==> config.mk <==
export PLATFORM = sky130hd
export DESIGN_NAME = memory_owner_regs
export DESIGN_NICKNAME = d
export VERILOG_FILES = /design/src/hdl/memory_owner_pkg.sv /design/src/hdl/sync_two_flop.sv /design/src/hdl/sticky_bits.sv /design/src/hdl/memory_owner_regs.sv
export SDC_FILE = /design/constraint.sdc
export NUM_CORES = 1
export LEC_CHECK = 0
export ABC_AREA = 1
export BUFFER_PORTS_ARGS = -buffer_cell sky130_fd_sc_hd__buf_2
export CORE_ASPECT_RATIO = 1.5
export CORE_MARGIN = 5
export CORE_UTILIZATION = 57
export CTS_CLUSTER_SIZE = 40
export DETAILED_ROUTE_END_ITERATION = 8
export PLACE_DENSITY = 0.88
export SYNTH_ARGS = -nofsm -noshare
export SYNTH_HDL_FRONTEND = slang
export SYNTH_SLANG_ARGS = --single-unit
==> constraint.sdc <==
create_clock -name clk_sys -period 2.8 [get_ports clk_sys]
set_input_delay 0.42 -clock clk_sys [delete_from_list [all_inputs] [get_ports clk_sys]]
set_output_delay 0.42 -clock clk_sys [all_outputs]
set_load 0.02 [all_outputs]
==> src/hdl/memory_owner_pkg.sv <==
// Constants shared by the memory-owner and single-wire error register bank
package memory_owner_pkg;

  // ----------------------------------------------------------------
  // Clock and timing
  // ----------------------------------------------------------------
  localparam int unsigned CLK_HZ            = 25_000_000;
  localparam int unsigned SYNC_MIN_BPS      = 2000;
  localparam int unsigned SYNC_LIMIT_BPS    = 25000;
  // Longest bit period still at or above the rate: floor of clocks per bit
  localparam int unsigned SYNC_SLOW_CYCLES  = CLK_HZ / SYNC_MIN_BPS;
  localparam int unsigned SYNC_LIMIT_CYCLES = CLK_HZ / SYNC_LIMIT_BPS;
  localparam int unsigned COUNT_W           = 16;
  localparam logic [COUNT_W-1:0] COUNT_MAX  = 16'hFFFF;
  localparam logic [COUNT_W-1:0] COUNT_ONE  = 16'h0001;
  localparam logic [COUNT_W-1:0] COUNT_ZERO = 16'h0000;

  // ----------------------------------------------------------------
  // Bus and register map (word indices, byte address = index * 4)
  // ----------------------------------------------------------------
  localparam int unsigned ADR_W  = 8;
  localparam int unsigned IDX_W  = 6;
  localparam int unsigned DATA_W = 32;
  localparam int unsigned REG_W  = 8;
  localparam logic [IDX_W-1:0] IDX_OWNER_CTRL = 6'h0E;
  localparam logic [IDX_W-1:0] IDX_ERR_FLAGS  = 6'h14;
  localparam logic [IDX_W-1:0] IDX_IRQ_STATUS = 6'h20;
  localparam logic [IDX_W-1:0] IDX_IRQ_MASK   = 6'h21;
  localparam logic [REG_W-1:0]  REG_RESET     = 8'h00;
  localparam logic [DATA_W-1:0] DATA_ZERO     = 32'h00000000;

  // ----------------------------------------------------------------
  // Field positions
  // ----------------------------------------------------------------
  localparam int unsigned OWNER_SEL_BIT      = 0;
  localparam int unsigned CORE_RESET_BIT     = 1;
  localparam int unsigned ERR_SYNC_SLOW      = 0;
  localparam int unsigned ERR_SYNC_LIMIT     = 1;
  localparam int unsigned ERR_SYNC_STOP      = 2;
  localparam int unsigned ERR_CMD_STOP_VAL   = 3;
  localparam int unsigned ERR_CMD_STOP_SHORT = 4;
  localparam int unsigned ERR_DAT_STOP_VAL   = 5;
  localparam int unsigned ERR_DAT_STOP_SHORT = 6;
  localparam int unsigned ERR_DAT_OVERDRIVE  = 7;

  // ----------------------------------------------------------------
  // Line levels and bus states
  // ----------------------------------------------------------------
  localparam logic LINE_DOMINANT  = 1'b0;
  localparam logic LINE_RECESSIVE = 1'b1;

  typedef enum logic [0:0] {
    BUS_IDLE = 1'b0,
    BUS_ACK  = 1'b1
  } bus_state_t;

endpackage

==> src/hdl/sync_two_flop.sv <==
// Two-flop synchroniser for one pin level
`timescale 1ns/1ps
module sync_two_flop #(
  parameter logic RESET_LEVEL = 1'b1
) (
  input  wire logic clk_sys,
  input  wire logic reset,
  input  wire logic clkEn,
  input  wire logic pinIn,
  output logic      levelOut
);

  logic stageOne;
  logic next_stageOne;
  logic next_levelOut;

  always_comb begin
    next_stageOne = pinIn;
    next_levelOut = stageOne;
  end

  always_ff @(posedge clk_sys) begin
    if (reset) begin
      stageOne <= RESET_LEVEL;
      levelOut <= RESET_LEVEL;
    end else if (clkEn) begin
      stageOne <= next_stageOne;
      levelOut <= next_levelOut;
    end
  end

endmodule

==> src/hdl/sticky_bits.sv <==
// Sticky flag vector: hardware set wins over any software write
`timescale 1ns/1ps
module sticky_bits #(
  parameter int unsigned W = 8
) (
  input  wire logic         clk_sys,
  input  wire logic         reset,
  input  wire logic         clkEn,
  input  wire logic [W-1:0] setBits,
  input  wire logic         wrEn,
  input  wire logic [W-1:0] wrVal,
  output logic      [W-1:0] flags
);

  logic [W-1:0] next_flags;

  always_comb begin
    next_flags = setBits | (wrEn ? wrVal : flags);
  end

  always_ff @(posedge clk_sys) begin
    if (reset) begin
      flags <= '0;
    end else if (clkEn) begin
      flags <= next_flags;
    end
  end

endmodule

==> src/hdl/memory_owner_regs.sv <==
// Memory-owner control and single-wire error flag registers on classic Wishbone
//
// Summary of operation
// Owner bit clear gives memories to core; set gives them to external interface.
// Core held in reset while control bit one is set; clearing only releases it.
// Error bit 0 sets when sync-field bit rate is below 2000 bit/s.
// Error bit 1 sets when sync-field rate is below 25 kbit/s, as printed.
// Error bit 2 sets when the sync-field stop bit is too short.
// Error bit 3 sets when the command stop bit has the wrong level.
// Error bit 4 sets when the command stop bit is too short.
// Error bit 5 sets when a data stop bit has the wrong level.
// Error bit 6 sets when a data stop bit is too short.
// Error bit 7 sets when our recessive data stop bit is overdriven dominant.
// Error flags stick until software writes zero or reset occurs.
// External ownership covers the serial, two-wire and single-wire links alike.
//
// Decided for this implementation: the Wishbone slave port.
`timescale 1ns/1ps
module memory_owner_regs #(
  parameter logic [15:0] SYNC_SLOW_CYCLES = 16'(memory_owner_pkg::SYNC_SLOW_CYCLES)
) (
  input  wire logic        clk_sys,
  input  wire logic        reset,
  input  wire logic        clkEn,
  input  wire logic        wb_cyc_i,
  input  wire logic        wb_stb_i,
  input  wire logic        wb_we_i,
  input  wire logic [7:0]  wb_adr_i,
  input  wire logic [3:0]  wb_sel_i,
  input  wire logic [31:0] wb_dat_i,
  output logic      [31:0] wb_dat_o,
  output logic             wb_ack_o,
  input  wire logic        syncBitActive,
  input  wire logic        stopShortSync,
  input  wire logic        stopValueCmd,
  input  wire logic        stopShortCmd,
  input  wire logic        stopValueData,
  input  wire logic        stopShortData,
  input  wire logic        stopTxRecessive,
  input  wire logic        lineIn,
  output logic             memOwnerExt,
  output logic             coreReset,
  output logic             irq
);

  localparam logic [15:0] SYNC_LIMIT_CYCLES = 16'(memory_owner_pkg::SYNC_LIMIT_CYCLES);

  // ----------------------------------------------------------------
  // Declarations
  // ----------------------------------------------------------------
  memory_owner_pkg::bus_state_t busState;
  memory_owner_pkg::bus_state_t next_busState;
  logic                         next_ack;
  logic [31:0]                  next_rdData;
  logic [31:0]                  readMux;
  logic [5:0]                   regIdx;
  logic                         busReq;
  logic                         wrStrobe;
  logic                         wrCtrl;
  logic                         wrErr;
  logic                         wrStatus;
  logic                         wrMask;
  logic [7:0]                   ownerCtrl;
  logic [7:0]                   next_ownerCtrl;
  logic [7:0]                   irqMask;
  logic [7:0]                   next_irqMask;
  logic                         next_irq;
  logic [7:0]                   errFlags;
  logic [7:0]                   irqStatus;
  logic [7:0]                   errSet;
  logic [15:0]                  syncCount;
  logic [15:0]                  next_syncCount;
  logic                         syncActivePrev;
  logic                         next_syncActivePrev;
  logic                         syncEnd;
  logic                         lineSync;

  // ----------------------------------------------------------------
  // Wishbone slave
  // ----------------------------------------------------------------
  // Write commits on the edge where the master sees ack, never earlier
  assign regIdx   = wb_adr_i[7:2];
  assign busReq   = wb_cyc_i & wb_stb_i;
  assign wrStrobe = busReq & wb_we_i & wb_sel_i[0] & (busState == memory_owner_pkg::BUS_ACK);
  assign wrCtrl   = wrStrobe & (regIdx == memory_owner_pkg::IDX_OWNER_CTRL);
  assign wrErr    = wrStrobe & (regIdx == memory_owner_pkg::IDX_ERR_FLAGS);
  assign wrStatus = wrStrobe & (regIdx == memory_owner_pkg::IDX_IRQ_STATUS);
  assign wrMask   = wrStrobe & (regIdx == memory_owner_pkg::IDX_IRQ_MASK);

  always_comb begin
    readMux = memory_owner_pkg::DATA_ZERO;
    case (regIdx)
      memory_owner_pkg::IDX_OWNER_CTRL: readMux[7:0] = ownerCtrl;
      memory_owner_pkg::IDX_ERR_FLAGS:  readMux[7:0] = errFlags;
      memory_owner_pkg::IDX_IRQ_STATUS: readMux[7:0] = irqStatus;
      memory_owner_pkg::IDX_IRQ_MASK:   readMux[7:0] = irqMask;
      default:                          readMux      = memory_owner_pkg::DATA_ZERO;
    endcase
  end

  always_comb begin
    next_busState = busState;
    next_ack      = 1'b0;
    next_rdData   = wb_dat_o;
    case (busState)
      memory_owner_pkg::BUS_IDLE: begin
        if (busReq) begin
          next_busState = memory_owner_pkg::BUS_ACK;
          next_ack      = 1'b1;
          next_rdData   = readMux;
        end
      end
      memory_owner_pkg::BUS_ACK: begin
        next_busState = memory_owner_pkg::BUS_IDLE;
        next_ack      = 1'b0;
      end
      default: begin
        next_busState = memory_owner_pkg::BUS_IDLE;
        next_ack      = 1'b0;
      end
    endcase
  end

  always_ff @(posedge clk_sys) begin
    if (reset) begin
      busState <= memory_owner_pkg::BUS_IDLE;
      wb_ack_o <= 1'b0;
      wb_dat_o <= memory_owner_pkg::DATA_ZERO;
    end else if (clkEn) begin
      busState <= next_busState;
      wb_ack_o <= next_ack;
      wb_dat_o <= next_rdData;
    end
  end

  // ----------------------------------------------------------------
  // Owner control and interrupt mask
  // ----------------------------------------------------------------
  always_comb begin
    next_ownerCtrl = wrCtrl ? wb_dat_i[7:0] : ownerCtrl;
    next_irqMask   = wrMask ? wb_dat_i[7:0] : irqMask;
    next_irq       = |(irqStatus & irqMask);
  end

  always_ff @(posedge clk_sys) begin
    if (reset) begin
      ownerCtrl <= memory_owner_pkg::REG_RESET;
      irqMask   <= memory_owner_pkg::REG_RESET;
      irq       <= 1'b0;
    end else if (clkEn) begin
      ownerCtrl <= next_ownerCtrl;
      irqMask   <= next_irqMask;
      irq       <= next_irq;
    end
  end

  // One select steers every external link, so any of them may program memory
  assign memOwnerExt = ownerCtrl[memory_owner_pkg::OWNER_SEL_BIT];
  assign coreReset   = ownerCtrl[memory_owner_pkg::CORE_RESET_BIT];

  // ----------------------------------------------------------------
  // Sync-field bit timing
  // ----------------------------------------------------------------
  // Saturates so a stuck line still reads as the slowest rate
  always_comb begin
    next_syncActivePrev = syncBitActive;
    if (syncBitActive) begin
      next_syncCount = (syncCount == memory_owner_pkg::COUNT_MAX) ? syncCount
                     : syncCount + memory_owner_pkg::COUNT_ONE;
    end else begin
      next_syncCount = memory_owner_pkg::COUNT_ZERO;
    end
  end

  always_ff @(posedge clk_sys) begin
    if (reset) begin
      syncCount      <= memory_owner_pkg::COUNT_ZERO;
      syncActivePrev <= 1'b0;
    end else if (clkEn) begin
      syncCount      <= next_syncCount;
      syncActivePrev <= next_syncActivePrev;
    end
  end

  assign syncEnd = syncActivePrev & ~syncBitActive;

  // ----------------------------------------------------------------
  // Line monitor and error events
  // ----------------------------------------------------------------
  sync_two_flop #(
    .RESET_LEVEL (memory_owner_pkg::LINE_RECESSIVE)
  ) lineSyncInst (
    .clk_sys  (clk_sys),
    .reset    (reset),
    .clkEn    (clkEn),
    .pinIn    (lineIn),
    .levelOut (lineSync)
  );

  always_comb begin
    errSet = memory_owner_pkg::REG_RESET;
    errSet[memory_owner_pkg::ERR_SYNC_SLOW]      = syncEnd & (syncCount > SYNC_SLOW_CYCLES);
    errSet[memory_owner_pkg::ERR_SYNC_LIMIT]     = syncEnd & (syncCount > SYNC_LIMIT_CYCLES);
    errSet[memory_owner_pkg::ERR_SYNC_STOP]      = stopShortSync;
    errSet[memory_owner_pkg::ERR_CMD_STOP_VAL]   = stopValueCmd;
    errSet[memory_owner_pkg::ERR_CMD_STOP_SHORT] = stopShortCmd;
    errSet[memory_owner_pkg::ERR_DAT_STOP_VAL]   = stopValueData;
    errSet[memory_owner_pkg::ERR_DAT_STOP_SHORT] = stopShortData;
    errSet[memory_owner_pkg::ERR_DAT_OVERDRIVE]  =
      stopTxRecessive & (lineSync == memory_owner_pkg::LINE_DOMINANT);
  end

  // Software writes the whole byte; a zero clears, a new event still wins
  sticky_bits #(
    .W (memory_owner_pkg::REG_W)
  ) errFlagInst (
    .clk_sys (clk_sys),
    .reset   (reset),
    .clkEn   (clkEn),
    .setBits (errSet),
    .wrEn    (wrErr),
    .wrVal   (wb_dat_i[7:0]),
    .flags   (errFlags)
  );

  sticky_bits #(
    .W (memory_owner_pkg::REG_W)
  ) irqStatusInst (
    .clk_sys (clk_sys),
    .reset   (reset),
    .clkEn   (clkEn),
    .setBits (errSet),
    .wrEn    (wrStatus),
    .wrVal   (irqStatus & ~wb_dat_i[7:0]),
    .flags   (irqStatus)
  );

  // ----------------------------------------------------------------
  // Assertions
  // ----------------------------------------------------------------
  a_ctrl_write_lands: assert property (@(posedge clk_sys) disable iff (reset)
    (clkEn && wrCtrl) |=> (memOwnerExt == $past(wb_dat_i[memory_owner_pkg::OWNER_SEL_BIT]))
                       && (coreReset == $past(wb_dat_i[memory_owner_pkg::CORE_RESET_BIT])))
    else $error("owner control write not applied");

  a_owner_held: assert property (@(posedge clk_sys) disable iff (reset)
    !(clkEn && wrCtrl) |=> $stable(memOwnerExt))
    else $error("owner select changed without a write");

  a_core_reset_hold: assert property (@(posedge clk_sys) disable iff (reset)
    (coreReset && !(clkEn && wrCtrl)) |=> coreReset)
    else $error("core reset dropped without a write");

  a_slow_sync_flag: assert property (@(posedge clk_sys) disable iff (reset)
    (clkEn && syncEnd && (syncCount > SYNC_SLOW_CYCLES)) |=> errFlags[memory_owner_pkg::ERR_SYNC_SLOW])
    else $error("slow sync rate not flagged");

  a_limit_sync_flag: assert property (@(posedge clk_sys) disable iff (reset)
    (clkEn && syncEnd && (syncCount > SYNC_LIMIT_CYCLES)) |=> errFlags[memory_owner_pkg::ERR_SYNC_LIMIT])
    else $error("sync rate below limit not flagged");

  a_fast_sync_clean: assert property (@(posedge clk_sys) disable iff (reset)
    (clkEn && syncEnd && (syncCount <= SYNC_LIMIT_CYCLES) && !errFlags[memory_owner_pkg::ERR_SYNC_LIMIT] && !wrErr)
    |=> !errFlags[memory_owner_pkg::ERR_SYNC_LIMIT])
    else $error("fast sync falsely flagged");

  a_sync_stop_flag: assert property (@(posedge clk_sys) disable iff (reset)
    (clkEn && stopShortSync) |=> errFlags[memory_owner_pkg::ERR_SYNC_STOP])
    else $error("short sync stop not flagged");

  a_cmd_value_flag: assert property (@(posedge clk_sys) disable iff (reset)
    (clkEn && stopValueCmd) |=> errFlags[memory_owner_pkg::ERR_CMD_STOP_VAL])
    else $error("command stop level not flagged");

  a_cmd_short_flag: assert property (@(posedge clk_sys) disable iff (reset)
    (clkEn && stopShortCmd) |=> errFlags[memory_owner_pkg::ERR_CMD_STOP_SHORT])
    else $error("short command stop not flagged");

  a_data_value_flag: assert property (@(posedge clk_sys) disable iff (reset)
    (clkEn && stopValueData) |=> errFlags[memory_owner_pkg::ERR_DAT_STOP_VAL])
    else $error("data stop level not flagged");

  a_data_short_flag: assert property (@(posedge clk_sys) disable iff (reset)
    (clkEn && stopShortData) |=> errFlags[memory_owner_pkg::ERR_DAT_STOP_SHORT])
    else $error("short data stop not flagged");

  a_overdrive_flag: assert property (@(posedge clk_sys) disable iff (reset)
    (clkEn && stopTxRecessive && !lineSync) |=> errFlags[memory_owner_pkg::ERR_DAT_OVERDRIVE])
    else $error("overdriven stop bit not flagged");

  a_flags_sticky: assert property (@(posedge clk_sys) disable iff (reset)
    !(clkEn && wrErr) |=> ((errFlags & $past(errFlags)) == $past(errFlags)))
    else $error("error flag lost without a write");

  a_ack_single: assert property (@(posedge clk_sys) disable iff (reset)
    (clkEn && wb_ack_o) |=> !wb_ack_o)
    else $error("ack held longer than one cycle");

  a_ack_needs_req: assert property (@(posedge clk_sys) disable iff (reset)
    (clkEn && !busReq && (busState == memory_owner_pkg::BUS_IDLE)) |=> !wb_ack_o)
    else $error("ack given without a request");

  a_irq_follows: assert property (@(posedge clk_sys) disable iff (reset)
    (clkEn && |(irqStatus & irqMask)) |=> irq)
    else $error("unmasked status did not raise irq");

  a_irq_quiet: assert property (@(posedge clk_sys) disable iff (reset)
    (clkEn && !(|(irqStatus & irqMask))) |=> !irq)
    else $error("irq raised with no unmasked status");

endmodule

# Yosys cells after proc, flatten, opt, wreduce, memory -nomap -nowiden
# Cells that the tools add are included.
# totals
reg_bits,61
elab_cells,52
input_bits,58
out_inout_bits,36
# classes
add_sub_neg,1
reduce_logical,5
order_cmp,2
n_bitwise,20
muxes,7
n_eq_ne,6
# ops
cell,count
$mux 16,2
$pmux 8 s4,1
$add 16x1->16 const B,1
$and 8x8->8,2
$eq 16x16->1 const B,1
$gt 16x10->1 const B,1
$gt 16x14->1 const B,1
$mux 8,2
$or 8x8->8,2
$and 1x1->1,12
$eq 6x6->1 const B,2
$not 8->8,1
$reduce_or 8->1,1
$eq 6x4->1 const B,1
$eq 6x5->1 const B,1
$reduce_and 2->1,3
$not 1->1,3
$reduce_and 3->1,1
$ne 2x2->1 const B,1
$pmux 1 s2,1
$mux 1,1

# Depth between registers and ports, before layout
# depth
ltp_word,7
mapped_depth,10

# Hierarchy
# Synthesis repeated with hierarchy kept, for this count alone.
# unflattened
cells_unflattened,618
hier_area_um2,3803.6
# by_module_without_submodules
mod,instances,seq_area_each_um2,area_each_um2,cells_per_inst
memory_owner_regs,1,860.8,2885.3,486
sticky_bits,2,160.2,422.9,61
sync_two_flop,1,40.0,72.6,10

# Least setup slack after synthesis
# No wires, ideal clock.
# synth_timing
path_kind,flip-flop to flip-flop
startpoint,register busState
endpoint,register ownerCtrl[1]
required_ns,2.682
t_arrival_ns,1.309
path_stages_with_launch,8
path_buffers,0
path_slack_ns,1.372
setup_time_ns,0.118
path_cell_list,dfxtp_1 > nand4_4 > nor2_8 > inv_2 > nor2_8 > inv_2 > o21ai_1 > a21oi_1
# synth_via
elab_chain_cells,3
# synth_rtl
element,line,rtl
start: declaration,memory_owner_regs.sv:51,memory_owner_pkg::bus_state_t busState;
start signal: assignment,memory_owner_regs.sv:126,busState <= memory_owner_pkg::BUS_IDLE;
start signal: assignment,memory_owner_regs.sv:130,busState <= next_busState;
$and 1x1->1,memory_owner_regs.sv:84,assign wrStrobe = busReq & wb_we_i & wb_sel_i[0] & (busState == memory_owner_pkg::BUS_ACK);
$and 1x1->1,memory_owner_regs.sv:85,assign wrCtrl = wrStrobe & (regIdx == memory_owner_pkg::IDX_OWNER_CTRL);
$reduce_and 2->1 (no line),n/a,
end signal: assignment,memory_owner_regs.sv:147,ownerCtrl <= memory_owner_pkg::REG_RESET;
end signal: assignment,memory_owner_regs.sv:151,ownerCtrl <= next_ownerCtrl;
end: declaration,memory_owner_regs.sv:63,logic [7:0] ownerCtrl;
# Every way passes these cells.
# A chain may end at the register's enable or synchronous reset.

# Worst setup path after layout
# layout_timing
startpoint,register syncCount[0]
endpoint,register syncCount[9]
# layout_via
elab_chain_cells,3
word_cells_on_any_way,6
# layout_rtl
element,line,rtl
start: declaration,memory_owner_regs.sv:71,logic [15:0] syncCount;
start signal: assignment,memory_owner_regs.sv:177,syncCount <= memory_owner_pkg::COUNT_ZERO;
start signal: assignment,memory_owner_regs.sv:180,syncCount <= next_syncCount;
$add 16x1->16 or $eq 16x16->1 (tied branches),"memory_owner_regs.sv:169, memory_owner_regs.sv:168",
$mux 16 or $ne 2x2->1 (tied branches),n/a,
$mux 16 or $reduce_and 2->1 (tied branches),n/a,
# Several ways; a longest one is shown, not always the timed one. The select of a mux whose other input is x is not followed.

==> results.cfg <==
[pwr]
power.density_nw_per_um2 = 482.4
p_leak_nw = 1.685
power_mw = 1.791
ir_drop_v = 0.0002768
intPower_mw = 1.278
seq_power_share_pct = 50.1
p_sw_uw = 513.0
clockPowerShare_pct = 40.5
p_comb_share_pct = 9.4
swShare_pct = 28.65

[worst_setup_path]
critPathMaxFanout = 9
crit_top_cell = nand2_1
worstSetupPathType = flop to flop
critical-path-slowest-cell = dfxtp_1
cp_slowest_stage_delay_ps = 360
end_kind = flop
start_kind = flop
path_delay_family = simple AND/OR/NAND/NOR gates
cp.required_ps = 3090
crit_buf_inv = 1
path_cells = ha_1, inv_1, nor2_2, nand2_1, nor2_1, nor2_2, nand2_1, nand2_1, nand2_1, nor2_1
arrival_ps = 1980

[clock_tree]
clk_pin_slew_ps = 80
clkSinkCount = 61
clkLatencyLatePin_ps = 350
cts_setup_buffers = 0
cts_buffer_depth = 2
root_buffer = clkbuf_8
post_cts_resized = 0
hold_buffers = 0
cts-htree-levels = 3
numCtsBuffers = 9
tritoncts = built

[global_route]
grt_usage_pct = 22.77
grt_overflow = 0
grt_pass1_vias = 3044
grt_max_degree = 27
antenna_found_initial = 0
grt_pass1_wl_um = 13770

[routing]
firstDrtPassIters = 5
ant_nets = 0
wire_per_inst_um = 14.15
wirelength_um = 8605
drc = 0
viasPerCell = 5.548
first_iter_violations = 605
via_count = 3373

[floorplanning]
initial_utilization_pct = 58.39
rows = 34
core_area_um2 = 5828
io_pins = 94
dieArea_um2 = 7648
die_h_um = 104.6
die_w_um = 73.09

[sta]
skew_ps = 12.91
holdWs_ps = 282.5
finalCritPeriodShare_pct = 60.32
fin_crit_ps = 1689
setup_tns_ps = 0
setup_ws_ps = 1111
fmax_mhz = 592.1
finalSetupViolations = 0
slew_viol_final = 0
slew_headroom_pct = 50.87
hold_viol = 0
worst_pin_slew_ps = 736.2
rsz0062_at_grt = no

[logic_synthesis]
synth_most_common_cell = nand2_1
yosys_warnings = 0
yosys.cell_types.count = 34
syn-cell-area_um2 = 3403
synth_seq_cells = 61
synth.top_cell.area_share_pct = 35.88
ys.flop_type = dfxtp_1
synth_top_area_cell = dfxtp_1
yosys-top-cells-area = dfxtp_1, nand2_1, nand3_1
syn_inst = 491
yosys-top-cells-count = nand2_1, dfxtp_1, nand3_1
syn_area_per_cell_um2 = 6.931
synth_edf_count = 0
seq_area_frac_synth_pct = 35.88
async_flop_share_pct = 0

[cells_and_area]
final_layout_size_suffix_gt1_share_pct = 17.16
design_area_um2 = 3712
diodes = 0
syn2layout_area_growth_pct = 9.081
fin_nets = 591

[placed_design]
post-dp-hpwl_um = 6240
place_ws_ps = 864.9
globalplace.congestion = 0.9577
place_area_um2 = 3533
io_buffers = 40

[outcome]
status = finished clean

[worst_hold_path]
worst_hold_path_type = input port to flop

[flow_run]
cap_violations = 0
## metrics by stage
step / std cells / util (%)
final: 608 / 63.70
after global routing: 608 / 63.70
after CTS: 608 / 63.70
after detailed placement: 592 / 60.63
after global placement: 592 / 60.63
after floorplan: 514 / -
## flip-flops by register name, indices dropped and copies added, names as in the netlist
register and flops:
ownerCtrl 8, wb_dat_o 8, syncActivePrev 1, irqStatusInst.flags 8
busState 1, lineSyncInst.levelOut 1, syncCount 16, irq 1
lineSyncInst.next_levelOut 1, errFlagInst.flags 8, irqMask 8
## cells in the final DEF (no fill, tap or decap), types with 2 or more instances in the layout
cell type  Yosys  final
nand3_1       60     60
nand2_2        2      2
clkinv_4       0      3
clkbuf_8       0     10
inv_1         43     43
a21oi_1       31     31
o21ai_1       13     13
nor2_2         6      6
xor2_1         2      2
clkbuf_1       4      2
inv_2          8      8
nor3_1         6      6
o21ai_0       20     20
dfxtp_1       61     61
nor3_4         2      2
ha_1           2      2
nand2_1      110    110
nand4_1       11     11
conb_1         1     24
nor2_8         3      3
nor2_1        55     55
nor2_4         3      3
a21oi_2        4      4
buf_2          2     40
nand2_4        3      3
o211ai_2       2      2
## cells by family (layout without fill, tap and decap cells)
kind of cell,count (synthesis),count (layout),share of synthesized area [%]
compound gates,72,72,11.62
buf+inv,88,110,13.35
xor+xnor,2,2,0.5148
fa+ha+maj,2,2,0.7352
flops,61,61,35.88
simple gates,265,265,37.79
other cells,1,24,0.1102
## layer usage
layer | vias up | GRT usage, % | part of all wire, %
li1 | 1636 | - | -
met1 | 1527 | 25.45 | 37
met2 | 174 | 39.56 | 52
met3 | 36 | 5.476 | 8.2
met4 | 0 | 10.29 | 3.5
met5 | - | 0 | 0
## worst reg2reg max path: cells and delay by family, from the launching register on
| family | cells | cell delay [ps] |
|---|---|---|
| AND/OR/NAND/NOR | 8 | 910 |
| adder cells (fa/ha/maj) | 1 | 250 |
| flip-flops | 1 | 360 |
| buffers and inverters | 1 | 110 |
## layout make-up
| type | count | area (um^2) |
|---|---|---|
| clock buffer | 12 | 145.1 |
| clock inverter | 4 | 33.78 |
| fill | 532 | 2116 |
| inverter | 53 | 200.2 |
| multi-input combinational | 365 | 1814 |
| sequential | 61 | 1221 |
| tap | 72 | 90.09 |
| timing repair buffer | 41 | 207.7 |
## power groups by stage
stage                     Sequential [mW]  Clock (mW)  Combinational, mW
after global placement              0.916           0              0.160
after global routing                0.899       0.770              0.181
final                               0.898       0.725              0.168
after detailed placement            0.917           0              0.164
after floorplan                     0.915           0              0.140
after CTS                           0.897       0.724              0.165
## path summary, 6_finish.rpt
kind	start	to	slack, ps	cells after the start
worst min-delay path	lineIn	lineSyncInst.next_levelOut$_SDFFE_PP1P_	280	3
worst min register to register	lineSyncInst.levelOut$_SDFFE_PP1P_	lineSyncInst.levelOut$_SDFFE_PP1P_	470	2
worst max-delay path	syncCount[0]$_SDFFE_PP0P_	syncCount[9]$_SDFFE_PP0P_	1110	10
worst max register to register	syncCount[0]$_SDFFE_PP0P_	syncCount[9]$_SDFFE_PP0P_	1110	10
No activity file was read; power rests on OpenSTA's default activity.
